[config.mk]
export PLATFORM = sky130hd
export DESIGN_NAME = axis_error_device_flat
export DESIGN_NICKNAME = d
export VERILOG_FILES = /design/src/rtl/axis_error_pkg.sv /design/src/rtl/axis_error_if.sv /design/src/rtl/axis_error_device.sv /design/src/flat_wrapper.sv
export SDC_FILE = /design/constraint.sdc
export NUM_CORES = 1
export LEC_CHECK = 0
export CORE_AREA = 2 2 281 311
export DETAILED_ROUTE_END_ITERATION = 12
export DIE_AREA = 0 0 283 313
export DONT_BUFFER_PORTS = 1
export GPL_TIMING_DRIVEN = 0
export PLACE_DENSITY = 0.52
export SYNTH_ARGS = -nofsm -noshare
export SYNTH_HDL_FRONTEND = slang
export SYNTH_SLANG_ARGS = --single-unit
[constraint.sdc]
create_clock -name clock -period 6.2 [get_ports clock]
set_input_delay 1.24 -clock clock [delete_from_list [all_inputs] [get_ports clock]]
set_output_delay 1.24 -clock clock [all_outputs]
set_load 0.005 [all_outputs]
[src/rtl/axis_error_pkg.sv]
// Package of constants and types shared by both ends of the error poll service.
// Assumes one 20 MHz clock and an active-low asynchronous reset on both ends.
package axis_error_pkg;
  localparam int          NUM_AXES        = 4;
  localparam int          BUF_DEPTH       = 8;
  localparam int          PTR_W           = 4;
  localparam logic [3:0]  FAIL_TOLERANCE  = 4'h5;
  localparam logic [7:0]  SVC_ERROR_POLL  = 8'h01;
  localparam logic [7:0]  SVC_ACTIVATE    = 8'h40;
  localparam logic [7:0]  SVC_POLL_CODE   = 8'h41;
  localparam int          PARAM_FUNC_BYTE = 9;
  localparam int          PARAM_FUNC_BIT  = 6;
  localparam int          REQ_AXIS_LSB    = 0;
  localparam int          REQ_SVC_LSB     = 8;
  localparam int          DIAG_SHORT_LEN  = 16;
  localparam int          DIAG_LONG_LEN   = 62;
  localparam int          DIAG_ALARM_A    = 7;
  localparam int          DIAG_STATUS     = 8;
  localparam int          DIAG_ALARM_B    = 11;
  localparam int          DIAG_RETURN     = 12;
  localparam int          DIAG_AXIS_ECHO  = 19;
  localparam int          STATUS_PROG_BIT = 7;
  localparam int          ALARM_BBR_BIT   = 1;
  localparam int          SHORT_PAIRS     = 1;
  localparam int          LONG_PAIRS      = 4;
  localparam logic [15:0] SVC_REQ_RESET   = 16'h0000;
  // Avalon register offsets of the controller (word addresses).
  localparam logic [3:0]  REG_CMD         = 4'h0;
  localparam logic [3:0]  REG_STATUS      = 4'h1;
  localparam logic [3:0]  REG_RESULT      = 4'h2;
  localparam logic [3:0]  REG_DIAG0       = 4'h4;
  typedef logic [7:0] byte_type;
  typedef logic [15:0] err_type;
endpackage

[src/rtl/axis_error_if.sv]
// Interface joining the axis error device and its fieldbus master controller.
// Assumes both ends share one clock; one byte of diagnostics is moved per strobe.
`timescale 1ns/1ps
interface axis_error_if;
  logic        ext_function;
  logic        preset_select;
  logic [15:0] service_request_word;
  logic        service_valid;
  logic        service_ack;
  logic        diag_valid;
  logic        diag_last;
  logic [7:0]  diag_byte;
  logic [5:0]  diag_index;
  logic [31:0] axis_input_data [4];

  modport device (input ext_function, preset_select, service_request_word, service_valid,
                  output service_ack, diag_valid, diag_last, diag_byte, diag_index,
                  axis_input_data);
  modport master (output ext_function, preset_select, service_request_word, service_valid,
                  input service_ack, diag_valid, diag_last, diag_byte, diag_index,
                  axis_input_data);
endinterface

[src/rtl/axis_error_device.sv]
// Device end: per-axis error stacks, error flags, indicators and diagnostics sender.
// Assumes the master holds service_valid until service_ack and reads diagnostics bytes.
//
// Chosen in axis_error_master, not here: the Avalon-MM slave port and the placing of the registers.
`timescale 1ns/1ps
module axis_error_device (
  // Clock and reset.
  input  wire logic        clock,
  input  wire logic        reset_n,
  // Configuration and measurement side.
  input  wire logic        long_diag_mode,
  input  wire logic [3:0]  meas_fail,
  input  wire logic [3:0]  meas_ok,
  input  wire logic [15:0] meas_code [4],
  input  wire logic [29:0] position [4],
  input  wire logic        module_err,
  input  wire logic        module_warn,
  input  wire logic [15:0] module_code,
  input  wire logic        ack_blocked,
  // Indicators.
  output logic      [3:0]  axis_led,
  output logic             module_led,
  // Link.
  axis_error_if.device     link
);
  import axis_error_pkg::*;

  typedef enum logic [1:0] {
    IDLE_STATE = 2'b00,
    POP_STATE  = 2'b01,
    SEND_STATE = 2'b10
  } state_type;

  localparam int N = NUM_AXES + 1;

  state_type   state_reg;
  err_type     stack_reg [N][BUF_DEPTH];
  logic [3:0]  depth_reg [N];
  logic [3:0]  fail_cnt_reg [NUM_AXES];
  logic [N-1:0] push;
  err_type     push_code [N];
  logic [N-1:0] pop;
  logic        warn_reg;
  logic        alarm_pend_reg;
  logic        poll_reg;
  logic [7:0]  axis_sel_reg;
  err_type     pair_reg [LONG_PAIRS];
  logic [2:0]  pair_cnt_reg;
  logic [5:0]  idx_reg;
  logic [2:0]  sel;
  logic [3:0]  dsel;
  logic        any_err;
  logic [7:0]  byte_next;
  logic [5:0]  last_idx;
  logic        poll_req;

  assign sel  = (axis_sel_reg == 8'h00) ? 3'(NUM_AXES) : 3'(axis_sel_reg - 8'h01);
  assign dsel = depth_reg[sel];
  assign any_err = |{depth_reg[0], depth_reg[1], depth_reg[2], depth_reg[3], depth_reg[4]};
  assign last_idx = long_diag_mode ? 6'(DIAG_LONG_LEN - 1) : 6'(DIAG_SHORT_LEN - 1);
  assign poll_req = link.service_valid && link.ext_function &&
                    link.service_request_word[REQ_SVC_LSB +: 8] == SVC_POLL_CODE;

  genvar g;
  generate
    for (g = 0; g < NUM_AXES; g++) begin : gen_axis
      always_ff @(posedge clock or negedge reset_n) begin
        if (!reset_n) begin
          fail_cnt_reg[g] <= 4'h0;
        end else if (meas_ok[g]) begin
          fail_cnt_reg[g] <= 4'h0;
        end else if (meas_fail[g] && fail_cnt_reg[g] != 4'hf) begin
          fail_cnt_reg[g] <= fail_cnt_reg[g] + 4'h1;
        end
      end
      assign push[g] = meas_fail[g] && fail_cnt_reg[g] == FAIL_TOLERANCE;
      assign push_code[g] = meas_code[g];
      assign axis_led[g] = depth_reg[g] != 4'h0;
      assign link.axis_input_data[g] = {depth_reg[g] != 4'h0, 1'b0, position[g]};
    end
  endgenerate
  assign push[NUM_AXES]      = module_err || module_warn;
  assign push_code[NUM_AXES] = module_code;
  assign module_led = depth_reg[NUM_AXES] != 4'h0 || warn_reg;

  generate
    for (g = 0; g < N; g++) begin : gen_stack
      assign pop[g] = state_reg == POP_STATE && sel == 3'(g) && depth_reg[g] != 4'h0 &&
                      pair_cnt_reg < (long_diag_mode ? 3'(LONG_PAIRS) : 3'(SHORT_PAIRS)) &&
                      !ack_blocked;
      always_ff @(posedge clock or negedge reset_n) begin
        if (!reset_n) begin
          depth_reg[g] <= 4'h0;
        end else if (push[g] && !pop[g] && depth_reg[g] != 4'(BUF_DEPTH)) begin
          depth_reg[g] <= depth_reg[g] + 4'h1;
        end else if (pop[g] && !push[g]) begin
          depth_reg[g] <= depth_reg[g] - 4'h1;
        end
      end
      always_ff @(posedge clock) begin
        if (push[g] && (depth_reg[g] != 4'(BUF_DEPTH) || pop[g])) begin
          stack_reg[g][3'(depth_reg[g] - 4'(pop[g]))] <= push_code[g];
        end
      end
    end
  endgenerate

  always_ff @(posedge clock or negedge reset_n) begin
    if (!reset_n) begin
      warn_reg <= 1'b0;
    end else if (module_warn) begin
      warn_reg <= 1'b1;
    end else if (pop[NUM_AXES] && depth_reg[NUM_AXES] == 4'h1) begin
      warn_reg <= 1'b0;
    end
  end

  always_ff @(posedge clock or negedge reset_n) begin
    if (!reset_n) begin
      state_reg      <= IDLE_STATE;
      alarm_pend_reg <= 1'b0;
      poll_reg       <= 1'b0;
      axis_sel_reg   <= 8'h00;
      pair_cnt_reg   <= 3'h0;
      idx_reg        <= 6'h00;
      for (int i = 0; i < LONG_PAIRS; i++) begin
        pair_reg[i] <= 16'h0000;
      end
    end else begin
      if (|push) begin
        alarm_pend_reg <= 1'b1;
      end
      case (state_reg)
        IDLE_STATE: begin
          if (poll_req) begin
            axis_sel_reg <= link.service_request_word[REQ_AXIS_LSB +: 8];
            poll_reg     <= 1'b1;
            pair_cnt_reg <= 3'h0;
            for (int i = 0; i < LONG_PAIRS; i++) begin
              pair_reg[i] <= 16'h0000;
            end
            state_reg <= POP_STATE;
          end else if (alarm_pend_reg && !(|push)) begin
            alarm_pend_reg <= 1'b0;
            poll_reg       <= 1'b0;
            idx_reg        <= 6'h00;
            state_reg      <= SEND_STATE;
          end
        end
        POP_STATE: begin
          if (dsel != 4'h0 &&
              pair_cnt_reg < (long_diag_mode ? 3'(LONG_PAIRS) : 3'(SHORT_PAIRS))) begin
            pair_reg[pair_cnt_reg[1:0]] <= stack_reg[sel][3'(dsel - 4'h1)];
            pair_cnt_reg <= pair_cnt_reg + 3'h1;
            if (ack_blocked) begin
              pair_cnt_reg <= 3'h4;
            end
          end else begin
            idx_reg   <= 6'h00;
            state_reg <= SEND_STATE;
          end
        end
        SEND_STATE: begin
          idx_reg <= idx_reg + 6'h01;
          if (idx_reg == last_idx) begin
            state_reg <= IDLE_STATE;
          end
        end
        default: state_reg <= IDLE_STATE;
      endcase
    end
  end

  // Only a valid poll is acknowledged, so a stray request never looks answered.
  assign link.service_ack = state_reg == IDLE_STATE && poll_req;

  always_comb begin
    byte_next = 8'h00;
    case (idx_reg)
      6'(DIAG_ALARM_A): byte_next = {7'h00, any_err};
      6'(DIAG_ALARM_B): byte_next = {6'h00, any_err, any_err};
      6'(DIAG_STATUS):  byte_next = {poll_reg, 7'h00};
      6'(DIAG_AXIS_ECHO): byte_next = poll_reg ? axis_sel_reg : 8'h00;
      default: begin
        if (poll_reg && idx_reg >= 6'(DIAG_RETURN) && idx_reg < 6'(DIAG_RETURN + 8)) begin
          byte_next = idx_reg[0] ? pair_reg[2'((idx_reg - 6'(DIAG_RETURN)) >> 1)][7:0]
                                 : pair_reg[2'((idx_reg - 6'(DIAG_RETURN)) >> 1)][15:8];
        end
      end
    endcase
  end

  always_ff @(posedge clock or negedge reset_n) begin
    if (!reset_n) begin
      link.diag_valid <= 1'b0;
      link.diag_last  <= 1'b0;
      link.diag_byte  <= 8'h00;
      link.diag_index <= 6'h00;
    end else begin
      link.diag_valid <= state_reg == SEND_STATE;
      link.diag_last  <= state_reg == SEND_STATE && idx_reg == last_idx;
      link.diag_byte  <= byte_next;
      link.diag_index <= idx_reg;
    end
  end
endmodule

[src/flat_wrapper.sv]
// flat-port wrapper written by rule: the top's interface ports become plain ports
module axis_error_device_flat import axis_error_pkg::*;
  (clock, reset_n, long_diag_mode, meas_fail, meas_ok, meas_code, position, module_err, module_warn, module_code, ack_blocked, axis_led, module_led, link_ext_function, link_preset_select, link_service_request_word, link_service_valid, link_service_ack, link_diag_valid, link_diag_last, link_diag_byte, link_diag_index, link_axis_input_data);
  axis_error_if link_i ();
  input  wire logic clock;
  input  wire logic reset_n;
  input  wire logic long_diag_mode;
  input  wire logic [3:0] meas_fail;
  input  wire logic [3:0] meas_ok;
  input  wire logic [15:0] meas_code[4];
  input  wire logic [29:0] position[4];
  input  wire logic module_err;
  input  wire logic module_warn;
  input  wire logic [15:0] module_code;
  input  wire logic ack_blocked;
  output logic      [3:0] axis_led;
  output logic module_led;
  input wire logic [$bits(link_i.ext_function)-1:0] link_ext_function;
  input wire logic [$bits(link_i.preset_select)-1:0] link_preset_select;
  input wire logic [$bits(link_i.service_request_word)-1:0] link_service_request_word;
  input wire logic [$bits(link_i.service_valid)-1:0] link_service_valid;
  output wire logic [$bits(link_i.service_ack)-1:0] link_service_ack;
  output wire logic [$bits(link_i.diag_valid)-1:0] link_diag_valid;
  output wire logic [$bits(link_i.diag_last)-1:0] link_diag_last;
  output wire logic [$bits(link_i.diag_byte)-1:0] link_diag_byte;
  output wire logic [$bits(link_i.diag_index)-1:0] link_diag_index;
  output wire logic [$bits(link_i.axis_input_data)-1:0] link_axis_input_data;
  assign link_i.ext_function = link_ext_function;
  assign link_i.preset_select = link_preset_select;
  assign link_i.service_request_word = link_service_request_word;
  assign link_i.service_valid = link_service_valid;
  assign link_service_ack = link_i.service_ack;
  assign link_diag_valid = link_i.diag_valid;
  assign link_diag_last = link_i.diag_last;
  assign link_diag_byte = link_i.diag_byte;
  assign link_diag_index = link_i.diag_index;
  assign link_axis_input_data = {>>{link_i.axis_input_data}};
  axis_error_device u_core (.clock(clock), .reset_n(reset_n), .long_diag_mode(long_diag_mode), .meas_fail(meas_fail), .meas_ok(meas_ok), .meas_code(meas_code), .position(position), .module_err(module_err), .module_warn(module_warn), .module_code(module_code), .ack_blocked(ack_blocked), .axis_led(axis_led), .module_led(module_led), .link(link_i));
endmodule
======== Word level (Yosys, flattened, before mapping) ========
Memory sizes are Yosys's and may differ from the RTL's.
Index checks and enable logic that the tools add are counted.
cells by class
  add/sub/neg operators ................... 24
  order comparisons ....................... 18
  equal/unequal tests ..................... 33
  mux-type cells .......................... 81
  bitwise operators ....................... 9
  reductions and logical operators ........ 111
operators with widths
  cell                                                                           number
  128-bit 2-to-1 mux                                                             5
  16-bit demux with 3-bit select                                                 5
  16-bit 2-to-1 mux                                                              10
  64-bit 2-to-1 mux                                                              2
  64-bit case mux with 2 select lines                                            1
  4-bit 2-to-1 mux                                                               20
  64-bit bitwise mux                                                             1
  1-bit logical AND                                                              63
  16-bit binary-select mux with 3-bit select                                     1
  4-bit by 1-bit adder with 4-bit output (second input constant)                 9
  4-bit inequality test (second input constant)                                  9
  16-bit binary-select mux with 2-bit select                                     1
  16-bit demux with 2-bit select                                                 1
  8-bit case mux with 4 select lines                                             1
  4-bit greater-or-equal comparator (second input constant)                      7
  3-bit inverter with 4-bit output                                               7
  6-bit 2-to-1 mux                                                               4
  8-bit 2-to-1 mux                                                               3
  2-bit nonzero test                                                             12
  4-bit nonzero test                                                             6
  4-bit by 1-bit less-than comparator with 1-bit output (second input constant)  5
  20-bit OR reduction                                                            1
  4-bit by 1-bit subtractor with 4-bit output (second input constant)            5
  6-bit case mux with 3 select lines                                             1
  other kinds (42)                                                               96
word-level totals
  bits in registers ....................... 138
  RAM bits ................................ 640
  input bits .............................. 233
  memories ................................ 1
memory list
  name              words  width  read ports  clocked after Yosys merged registers in  wr ports  RTL line                 text
  u_core.stack_reg  5      128    1           0                                        5         axis_error_device.sv:37  err_type stack_reg [N][BUF_DEPTH];

======== Longest topological paths before layout ========
Gate-level depths: netlist (run 1).
  depth in word-level cells ............... 14
  depth in mapped cells ................... 24
  mapped depth without buffers ............ 15

======== Worst setup path after synthesis (run 1) ========
No wires, ideal clock.
  kind .................................... register to register
  start point ............................. register u_core.axis_sel_reg[0]
  end point ............................... memory u_core.stack_reg[4][80] (netlist bit), enable pin
  setup time .............................. 409 ps
  data arrival time ....................... 4959 ps
  data required time ...................... 5791 ps
  path slack .............................. 831 ps
  cell stages (with the launch flop) ...... 16
  clock period less this slack ............ 5369 ps
  cell sequence ........................... dfrtp_1 -> buf_2 -> inv_1 -> buf_1 -> clkbuf_1 -> clkbuf_1 -> ha_1 -> xor2_2 -> clkbuf_1 -> clkbuf_1 -> buf_1 -> and4_1 -> ha_1 -> ha_1 -> xor2_1 -> nor3_1
RTL lines
  what                    RTL line                  text
  start, declared         axis_error_device.sv:46   logic [7:0] axis_sel_reg;
  start signal, assigned  axis_error_device.sv:136  axis_sel_reg <= link.service_request_word[REQ_AXIS_LSB +: 8];
  end, declared           axis_error_device.sv:37

======== Worst setup path after layout (run 1) ========
  start point ............................. register u_core.axis_sel_reg[0]
  end point ............................... register u_core.pair_reg[11] (netlist bit)
between the ends
  cells in the longest elaborated chain, start to end .. 14
ends and longest elaborated chain
  what                                                                                     RTL line                  text
  3-bit by 1-bit subtractor with 3-bit output / 8-bit logical NOT (equally long branches)  axis_error_device.sv:57   assign sel = (axis_sel_reg == 8'h00) ? 3'(NUM_AXES) : 3'(axis_sel_reg - 8'h01);
  3-bit 2-to-1 mux (*)                                                                     axis_error_device.sv:57
  3-bit inverter with 4-bit output (not written as such)                                   axis_error_device.sv:58   assign dsel = depth_reg[sel];
  4-bit binary-select mux with 3-bit select                                                axis_error_device.sv:58
  4-bit 2-to-1 mux (not written as such) (2 in a row)                                      axis_error_device.sv:58
  3-bit by 1-bit subtractor with 3-bit output                                              axis_error_device.sv:153  pair_reg[pair_cnt_reg[1:0]] <= stack_reg[sel][3'(dsel - 4'h1)];
  3-bit inverter with 4-bit output (not written as such)                                   axis_error_device.sv:153
  16-bit binary-select mux with 3-bit select                                               axis_error_device.sv:153
  16-bit 2-to-1 mux (not written as such) (2 in a row)                                     axis_error_device.sv:153
  64-bit bitwise mux                                                                       axis_error_device.sv:153
  64-bit 2-to-1 mux                                                                        axis_error_device.sv:151  if (dsel != 4'h0 &&
  64-bit case mux with 2 select lines                                                      axis_error_device.sv:133  case (state_reg)
  end signal, assigned by index                                                            axis_error_device.sv:153
  end, declared                                                                            axis_error_device.sv:47   err_type pair_reg [LONG_PAIRS];
Mark *: on every way between the ends. The rest lies on a longest branch, timed or not. The select of a mux whose other input is x is not followed.
A chain may end at the register's enable or synchronous reset.

==> metrics.md, run 1 <==
| Metric | Value |
|---|---|
| RSZ-0062 raised after global routing | false |
| Global-route wire length before repair | 191200 µm |
| WL per Instance | 36.56 µm |
| Syn Std Cell Area | 33890 µm² |
| Pin count of the biggest net entering global routing | 139 |
| PortBufs | 0 |
| Hold WS | 0.2788 ns |
| Area of the core | 85540 µm² |
| Post-synth ARST share | 0.1774 |
| Routed Antenna Nets | 0 |
| WL final | 140400 µm |
| Number of enable flip-flop cells after synthesis | 640 |
| H-tree depth | 3 |
| Nets | 2893 |
| # DRC | 0 |
| GRT Total Usage | 0.3106 |
| Vias in the first global route | 23230 |
| Crit path launch type | flip-flop |
| Synth top area cells | edfxtp_1, dfrtp_1, buf_4 |
| Worst hold-check path type | in -> async |
| Ys flop type | edfxtp_1 |
| Failing checks | capacitance limit, slew limit |
| Detailed placement HPWL | 101200 µm |
| Clock skew after layout | 0.05672 ns |
| Worst-path fanout max | 10 |
| FF-to-FF setup slack | 0.09 ns |
| Final Hold Violating Endpoints | 0 |
| Period utilization | 0.9860 |
| Max FFs per register | 640 |
| Tightest Pin Transition | 1.597 ns |
| Register area share after synthesis | 0.6690 |
| WP data arrival | 6.66 ns |
| I/O pins | 383 |
| Top cell type by total area after synthesis | edfxtp_1 |
| Die width | 283 µm |
| Vias | 24080 |
| Worst-path clk slew | 0.06 ns |
| TritonRoute pass-1 iters | 6 |
| Starting Density | 0.3962 |
| GPL Wtd Cong | 0.9491 |
| Final Cell Area | 39540 µm² |
| Antenna violations before repair | 4 |
| Most frequent cells in the layout | edfxtp_1, nand2_1, buf_4 |
| Fillers | 7572 |
| Share of layout cells above drive strength 1 | 0.2109 |
| Max_cap viols | 1 |
| CTS tree | built |
| Post-DP Area | 36460 µm² |
| Die H | 313 µm |
| Pwr per Cell Area | 348.5 nW/µm² |
| Leak pwr | 0.01398 µW |
| CTS buffer count | 83 |
| Commonest non-fill, non-tap cell in the layout | edfxtp_1 |
| Worst EP required | 6.74 ns |
| Area Overhead vs Synth | 16.68% |
| Outcome | complete, but fails checks |
| Clock root cell | clkbuf_16 |
| Post-synth cell types | 89 |
| Row count | 113 |
| Max Root-Sink Buffers | 3 |
| Slew headroom | -0.06457 |
| Max-slew violations | 9 |
| Worst Setup Path Type | reg -> reg |
| Remaining Overflow, GRT | 0 |
| Clock tree sinks | 778 |
| Synth warn | 0 |
| FMAX | 163.6 MHz |
| Synthesized flop and latch total | 778 |
| Detailed Route Iter0 Violations | 3445 |
| Die ar. | 88580 µm² |
| Clock Latency Late Sink | 0.68 ns |
| Yosys top cell area share | 0.5671 |
| Fin crit period | 6.113 ns |
| Via-to-Cell Ratio | 6.272 |
| Setup violators final | 0 |
| Critical Path End Type | flip-flop |
| Mean Syn Cell Area | 13.79 µm² |
| Mapped Cells | 2457 |
| Maximum vdd ir drop | 254.9 µV |
==> cell families (layout without fill, tap and decap cells) <==
group,count (synthesis),count (layout),share of synthesized area
AND/OR/NAND/NOR,564,564,0.07635
AO/OA/AOI/OAI,567,567,0.1152
buffers and inverters,298,526,0.04914
flip-flops,778,778,0.6690
other,1,6,0.0001107
multiplexers,171,171,0.06395
XOR/XNOR,35,35,0.009488
adder cells (fa/ha/maj),43,43,0.01676
==> path summary, 6_finish.rpt <==
kind | from | endpoint | cells past startpoint
max | u_core.axis_sel_reg[0] | u_core.pair_reg[11] | 17
min in group clock | u_core.idx_reg[4] | u_core.link.diag_index[4] | 0
max in group asynchronous | reset_n | u_core.depth_reg[5] | 0
min | reset_n | u_core.pair_reg[46] | 0
min reg2reg | u_core.idx_reg[4] | u_core.link.diag_index[4] | 0
max reg2reg | u_core.axis_sel_reg[0] | u_core.pair_reg[11] | 17
==> area by class of cell <==
type                            count  area, µm²  share of cell area
Tap cell                         1150       1439             0.03639
Antenna cell                        2      5.005           0.0001266
Sequential cell                   778      22670              0.5734
Timing Repair Buffer               75      962.2             0.02433
Multi-Input combinational cell   1384       9968              0.2521
Clock inverter                     50      479.2             0.01212
Clock buffer                      106       2250             0.05689
Inverter                           32      128.9            0.003259
Buffer                            263       1638             0.04142
==> routing by layer <==
layer,track usage,wire length [µm],vias up
li1,-,-,9668
met1,0.3878,51500,12360
met2,0.4973,65030,1718
met3,0.09389,16800,334
met4,0.1431,7059,2
met5,0,12,-
==> cells in the mapped netlist, types with 9 or more instances <==
library cell,count
mux2_2,54
nor2b_1,9
o211ai_1,19
dfrtp_1,138
edfxtp_1,640
buf_1,13
buf_2,41
o21ai_0,105
or3_1,12
o21ai_1,28
mux2i_1,86
ha_1,39
o22ai_1,67
a22o_1,10
and3_1,11
a31oi_1,24
nand3_1,44
a2111oi_0,10
a2bb2oi_1,10
nor2_1,132
inv_1,29
nor3_1,58
a221oi_1,12
o2bb2ai_1,14
clkbuf_1,82
nand2_1,221
mux4_2,31
xnor2_1,16
a211oi_1,37
buf_4,128
nand4_1,9
o221ai_1,36
xor2_1,17
nand2b_1,21
a21oi_1,91
a221o_1,14
==> power breakdown <==
| part | switching [µW] | internal (µW) | total (µW) | leakage (µW) |
|---|---|---|---|---|
| clock | 2180 | 2840 | 5020 | 0.00134 |
| combinational | 1860 | 834 | 2700 | 0.00503 |
| sequential | 126 | 5940 | 6060 | 0.00761 |
| total | 4170 | 9610 | 13800 | 0.0140 |
==> critical path: stages (launching register included) <==
cell and delay [ns]:
dfrtp_1 0.33, clkbuf_4 0.22, buf_2 0.31, buf_2 0.43, buf_2 0.48, buf_1 0.89
clkbuf_2 0.67, a211oi_2 0.19, a31oi_1 0.33, ha_2 0.34, xnor2_1 0.19, buf_6 0.24
buf_6 0.25, mux2i_4 0.40, o22ai_1 0.20, a311oi_2 0.26, buf_4 0.18, o21ai_1 0.07
==> through the flow <==
| step | util | instances | power (µW) | setup TNS [ns] | setup WS, ns |
|---|---|---|---|---|---|
| detailed placement | 0.4262 | 3674 | 8645 | -1448.70 | -4.634 |
| floorplan | - | 2460 | 7509 | 0 | 0.8314 |
| CTS | 0.4617 | 3839 | 13720 | 0 | 0.04524 |
| global placement | 0.4131 | 3610 | 8527 | -2700.58 | -5.030 |
| global route | 0.4622 | 3839 | 14130 | 0 | 0.09049 |
| finish | 0.4623 | 3840 | 13780 | 0 | 0.08711 |
==> timing repair <==
item | 4_1_cts | 5_1_grt
setup endpoints to repair | 735 | 146
pin swaps | 4 | 1
resized for setup | 79 | 16
hold buffers | 0 | 0
buffers inserted | 10 | 1
Power figures use the tool's default switching activity.
==> run 2, diff against run 1 <==
==> constraint.sdc (replaced) <==
create_clock -name clock -period 6.2 [get_ports clock]
set_input_delay 0.62 -clock clock [delete_from_list [all_inputs] [get_ports clock]]
set_output_delay 0.62 -clock clock [all_outputs]
set_load 0.005 [all_outputs]
==> run 2 against run 1 <==
The run still ends with capacitance limit, slew limit left. Cell count barely moved. Critical path depth unchanged. Global-route usage hardly changed. Clock power about the same. Setup slack worse by 0.0085 ns. Wire length about the same. Non-clock buffer count grew 2. Die area unchanged. Flip-flop and latch count stayed put. Critical endpoint unchanged. Largest cell class unchanged.
==> metrics.md, run 2 (synthesis gave the netlist of run 1 again) <==
| Metric | Value |
|---|---|
| Outcome | complete, but fails checks (unchanged) |
| Failing checks | capacitance limit, slew limit (unchanged) |
| Clock root cell | clkbuf_16 (unchanged) |
| Fillers | 7569 (was 7572) |
| Max-slew violations | 9 (unchanged) |
| Worst-path clk slew | 0.06 ns (about the same) |
| Final Cell Area | 39590 µm² (was 39540 µm²) |
| Nets | 2895 (was 2893) |
| GPL Wtd Cong | 0.9491 (unchanged) |
| CP Cell Sequence | clkbuf_4, buf_2, buf_2, buf_2, buf_1, clkbuf_2, a211oi_2, a31oi_1, ha_2, xnor2_1, buf_6, buf_6, mux2i_4, o22ai_1, a311oi_2, buf_4, o21ai_1 (unchanged) |
| WP data arrival | 6.66 ns (about the same) |
| CTS buffer count | 83 (unchanged) |
| # DRC | 0 (unchanged) |
| TritonRoute pass-1 iters | 7 (was 6) |
| Vias | 24200 (was 24080) |
| Post-DP Area | 36460 µm² (unchanged) |
| Clock skew after layout | 0.05588 ns (was 0.05672 ns) |
| Global-route wire length before repair | 191200 µm (about the same) |
| Fin crit period | 6.121 ns (was 6.113 ns) |
| Maximum vdd ir drop | 256.5 µV (was 254.9 µV) |
| FF-to-FF setup slack | 0.08 ns (was 0.09 ns) |
| Reg2reg start | u_core.axis_sel_reg[0] (unchanged) |
| WL per Instance | 36.56 µm (about the same) |
| Tightest Pin Transition | 1.647 ns (was 1.597 ns) |
| Most common cell on crit path | buf_2 (unchanged) |
| Crit path buffers/inverters | 9 (unchanged) |
| H-tree depth | 3 (unchanged) |
| Row count | 113 (unchanged) |
| Share of layout cells above drive strength 1 | 0.2112 (was 0.2109) |
| R2R cell count | 17 (unchanged) |
| Slew headroom | -0.09799 (was -0.06457) |
| Worst Setup Path Type | reg -> reg (unchanged) |
| Worst EP required | 6.74 ns (about the same) |
| Max FFs per register | 640 (unchanged) |
| GRT Total Usage | 0.3106 (about the same) |
| FF/Latch Area | 22670 µm² (unchanged) |
| Hold path depth | 0 |
| Max Root-Sink Buffers | 3 (unchanged) |
| Final Core Density | 0.4628 (was 0.4623) |
| Routed Antenna Nets | 0 (unchanged) |
| Leak pwr | 0.01400 µW (was 0.01398 µW) |
| Clock Latency Late Sink | 0.68 ns (about the same) |
| Antenna violations before repair | 4 (unchanged) |
| Die H | 313 µm (unchanged) |
| Multi-input logic area | 9977 µm² (was 9968 µm²) |
| Die width | 283 µm (unchanged) |
| WL final | 140500 µm (was 140400 µm) |
| CP delay by family, top | buffers and inverters (unchanged) |
| Starting Density | 0.3962 (unchanged) |
| WHS Endpoint | u_core.stack_reg[4][8] |
| Min-delay src | module_code[8] |
| Area of the core | 85540 µm² (unchanged) |
| Area Overhead vs Synth | 16.82% (was 16.68%) |
| Worst-path fanout max | 10 (unchanged) |
| Clock tree sinks | 778 (unchanged) |
| Final Hold Violating Endpoints | 0 (unchanged) |
| Detailed placement HPWL | 101200 µm (unchanged) |
| Pwr per Cell Area | 349.2 nW/µm² (was 348.5 nW/µm²) |
| Via-to-Cell Ratio | 6.297 (was 6.272) |
| Max_cap viols | 1 (unchanged) |
| Remaining Overflow, GRT | 0 (unchanged) |
| FMAX | 163.4 MHz (was 163.6 MHz) |
| PortBufs | 0 (unchanged) |
| Critical Path End Type | flip-flop (unchanged) |
| Vias in the first global route | 23260 (was 23230) |
| Most frequent cells in the layout | edfxtp_1, nand2_1, buf_4 (unchanged) |
| Commonest non-fill, non-tap cell in the layout | edfxtp_1 (unchanged) |
| RSZ-0062 raised after global routing | false (unchanged) |
| CP max stage delay | 0.90 ns (was 0.89 ns) |
| Setup violators final | 0 (unchanged) |
| I/O pins | 383 (unchanged) |
| Pin count of the biggest net entering global routing | 139 (unchanged) |
| Die ar. | 88580 µm² (unchanged) |
| Period utilization | 0.9873 (was 0.9860) |
| R2R Path End | u_core.pair_reg[11] (unchanged) |
| Detailed Route Iter0 Violations | 3511 (was 3445) |
| Crit path launch type | flip-flop (unchanged) |
| Worst hold-check path type | in -> reg (was in -> async) |
| Slowest cell on the critical path | buf_1 (unchanged) |
| CTS tree | built (unchanged) |
| Pwr Total | 13820 µW (was 13780 µW) |
## run 2: cell types whose count changed in the layout (fill, tap and decap cells not counted)
cell / change
dlygate4sd3_1: +1
diode_2: +1
mux2i_2: -1
mux2i_4: +1
buf_16: +1
## run 2: cell type report
type,count,share of cell area
clock inverters,50,0.01210
diodes,3,0.0001896
flip-flops and latches,778,0.5727
well taps,1150,0.03634
multi-input cells,1384,0.2520
plain buffers,263,0.04137
clock buffers,106,0.05682
inverters,32,0.003255
repair buffers,77,0.02525
## run 2: per-stage QoR
stage               TNS (ns)  instances  setup WS, ns  hold slack, ns
floorplan                  0       2460        0.8314          0.3244
global placement    -2700.58       3610        -5.030          0.3378
detailed placement  -1448.70       3674        -4.634          0.3387
CTS                        0       3841       0.04524        0.009031
global route               0       3841       0.09785         0.02337
finish                     0       3843       0.07857         0.03088
## run 2: worst max path at each step
stage                            from                 endpoint  slack (ns)  depth (start not counted)
6_report       u_core.axis_sel_reg[0]      u_core.pair_reg[11]        0.08                         17
5_1_grt        u_core.axis_sel_reg[0]      u_core.pair_reg[11]         0.1                         21
4_1_cts        u_core.axis_sel_reg[0]      u_core.pair_reg[11]        0.05                         25
3_5_place_dp   u_core.axis_sel_reg[0]      u_core.pair_reg[26]       -4.63                         23
3_3_place_gp   u_core.axis_sel_reg[0]  u_core.stack_reg[1][11]       -5.03                         16
2_1_floorplan  u_core.axis_sel_reg[0]  u_core.stack_reg[4][80]        0.83                         15
## run 2: what timing repair did
item                                   in CTS  in global routing
gates resized for setup                    79                 17
pin swaps                                   4                  1
setup endpoints to repair                 735                146
endpoints found under the hold margin     138                  0
hold buffers                                2                  0
setup buffers                              10                  1
## run 2: worst register-to-register path: stages (launching register included)
cell	delay [ns]
dfrtp_1	0.33
clkbuf_4	0.22
buf_2	0.33
buf_2	0.43
buf_2	0.49
buf_1	0.91
clkbuf_2	0.64
a211oi_2	0.21
a31oi_1	0.31
ha_2	0.33
xnor2_1	0.19
buf_6	0.24
buf_6	0.25
mux2i_4	0.43
o22ai_1	0.20
a311oi_2	0.26
buf_4	0.19
o21ai_1	0.08
## run 2: power breakdown
part	total (µW)	switching, µW	leakage [µW]	internal, µW
Clock	5030	2190	0.00134	2840
Sequential	6060	126	0.00761	5940
Combinational	2730	1890	0.00505	840
## run 2: routing by layer
metal / part of all wire / vias up / global-route usage
met5: 0.000085 / - / 0
met3: 0.12 / 331 / 0.09279
li1: - / 9680 / -
met4: 0.048 / 2 / 0.1420
met1: 0.37 / 12400 / 0.3882
met2: 0.47 / 1786 / 0.4983
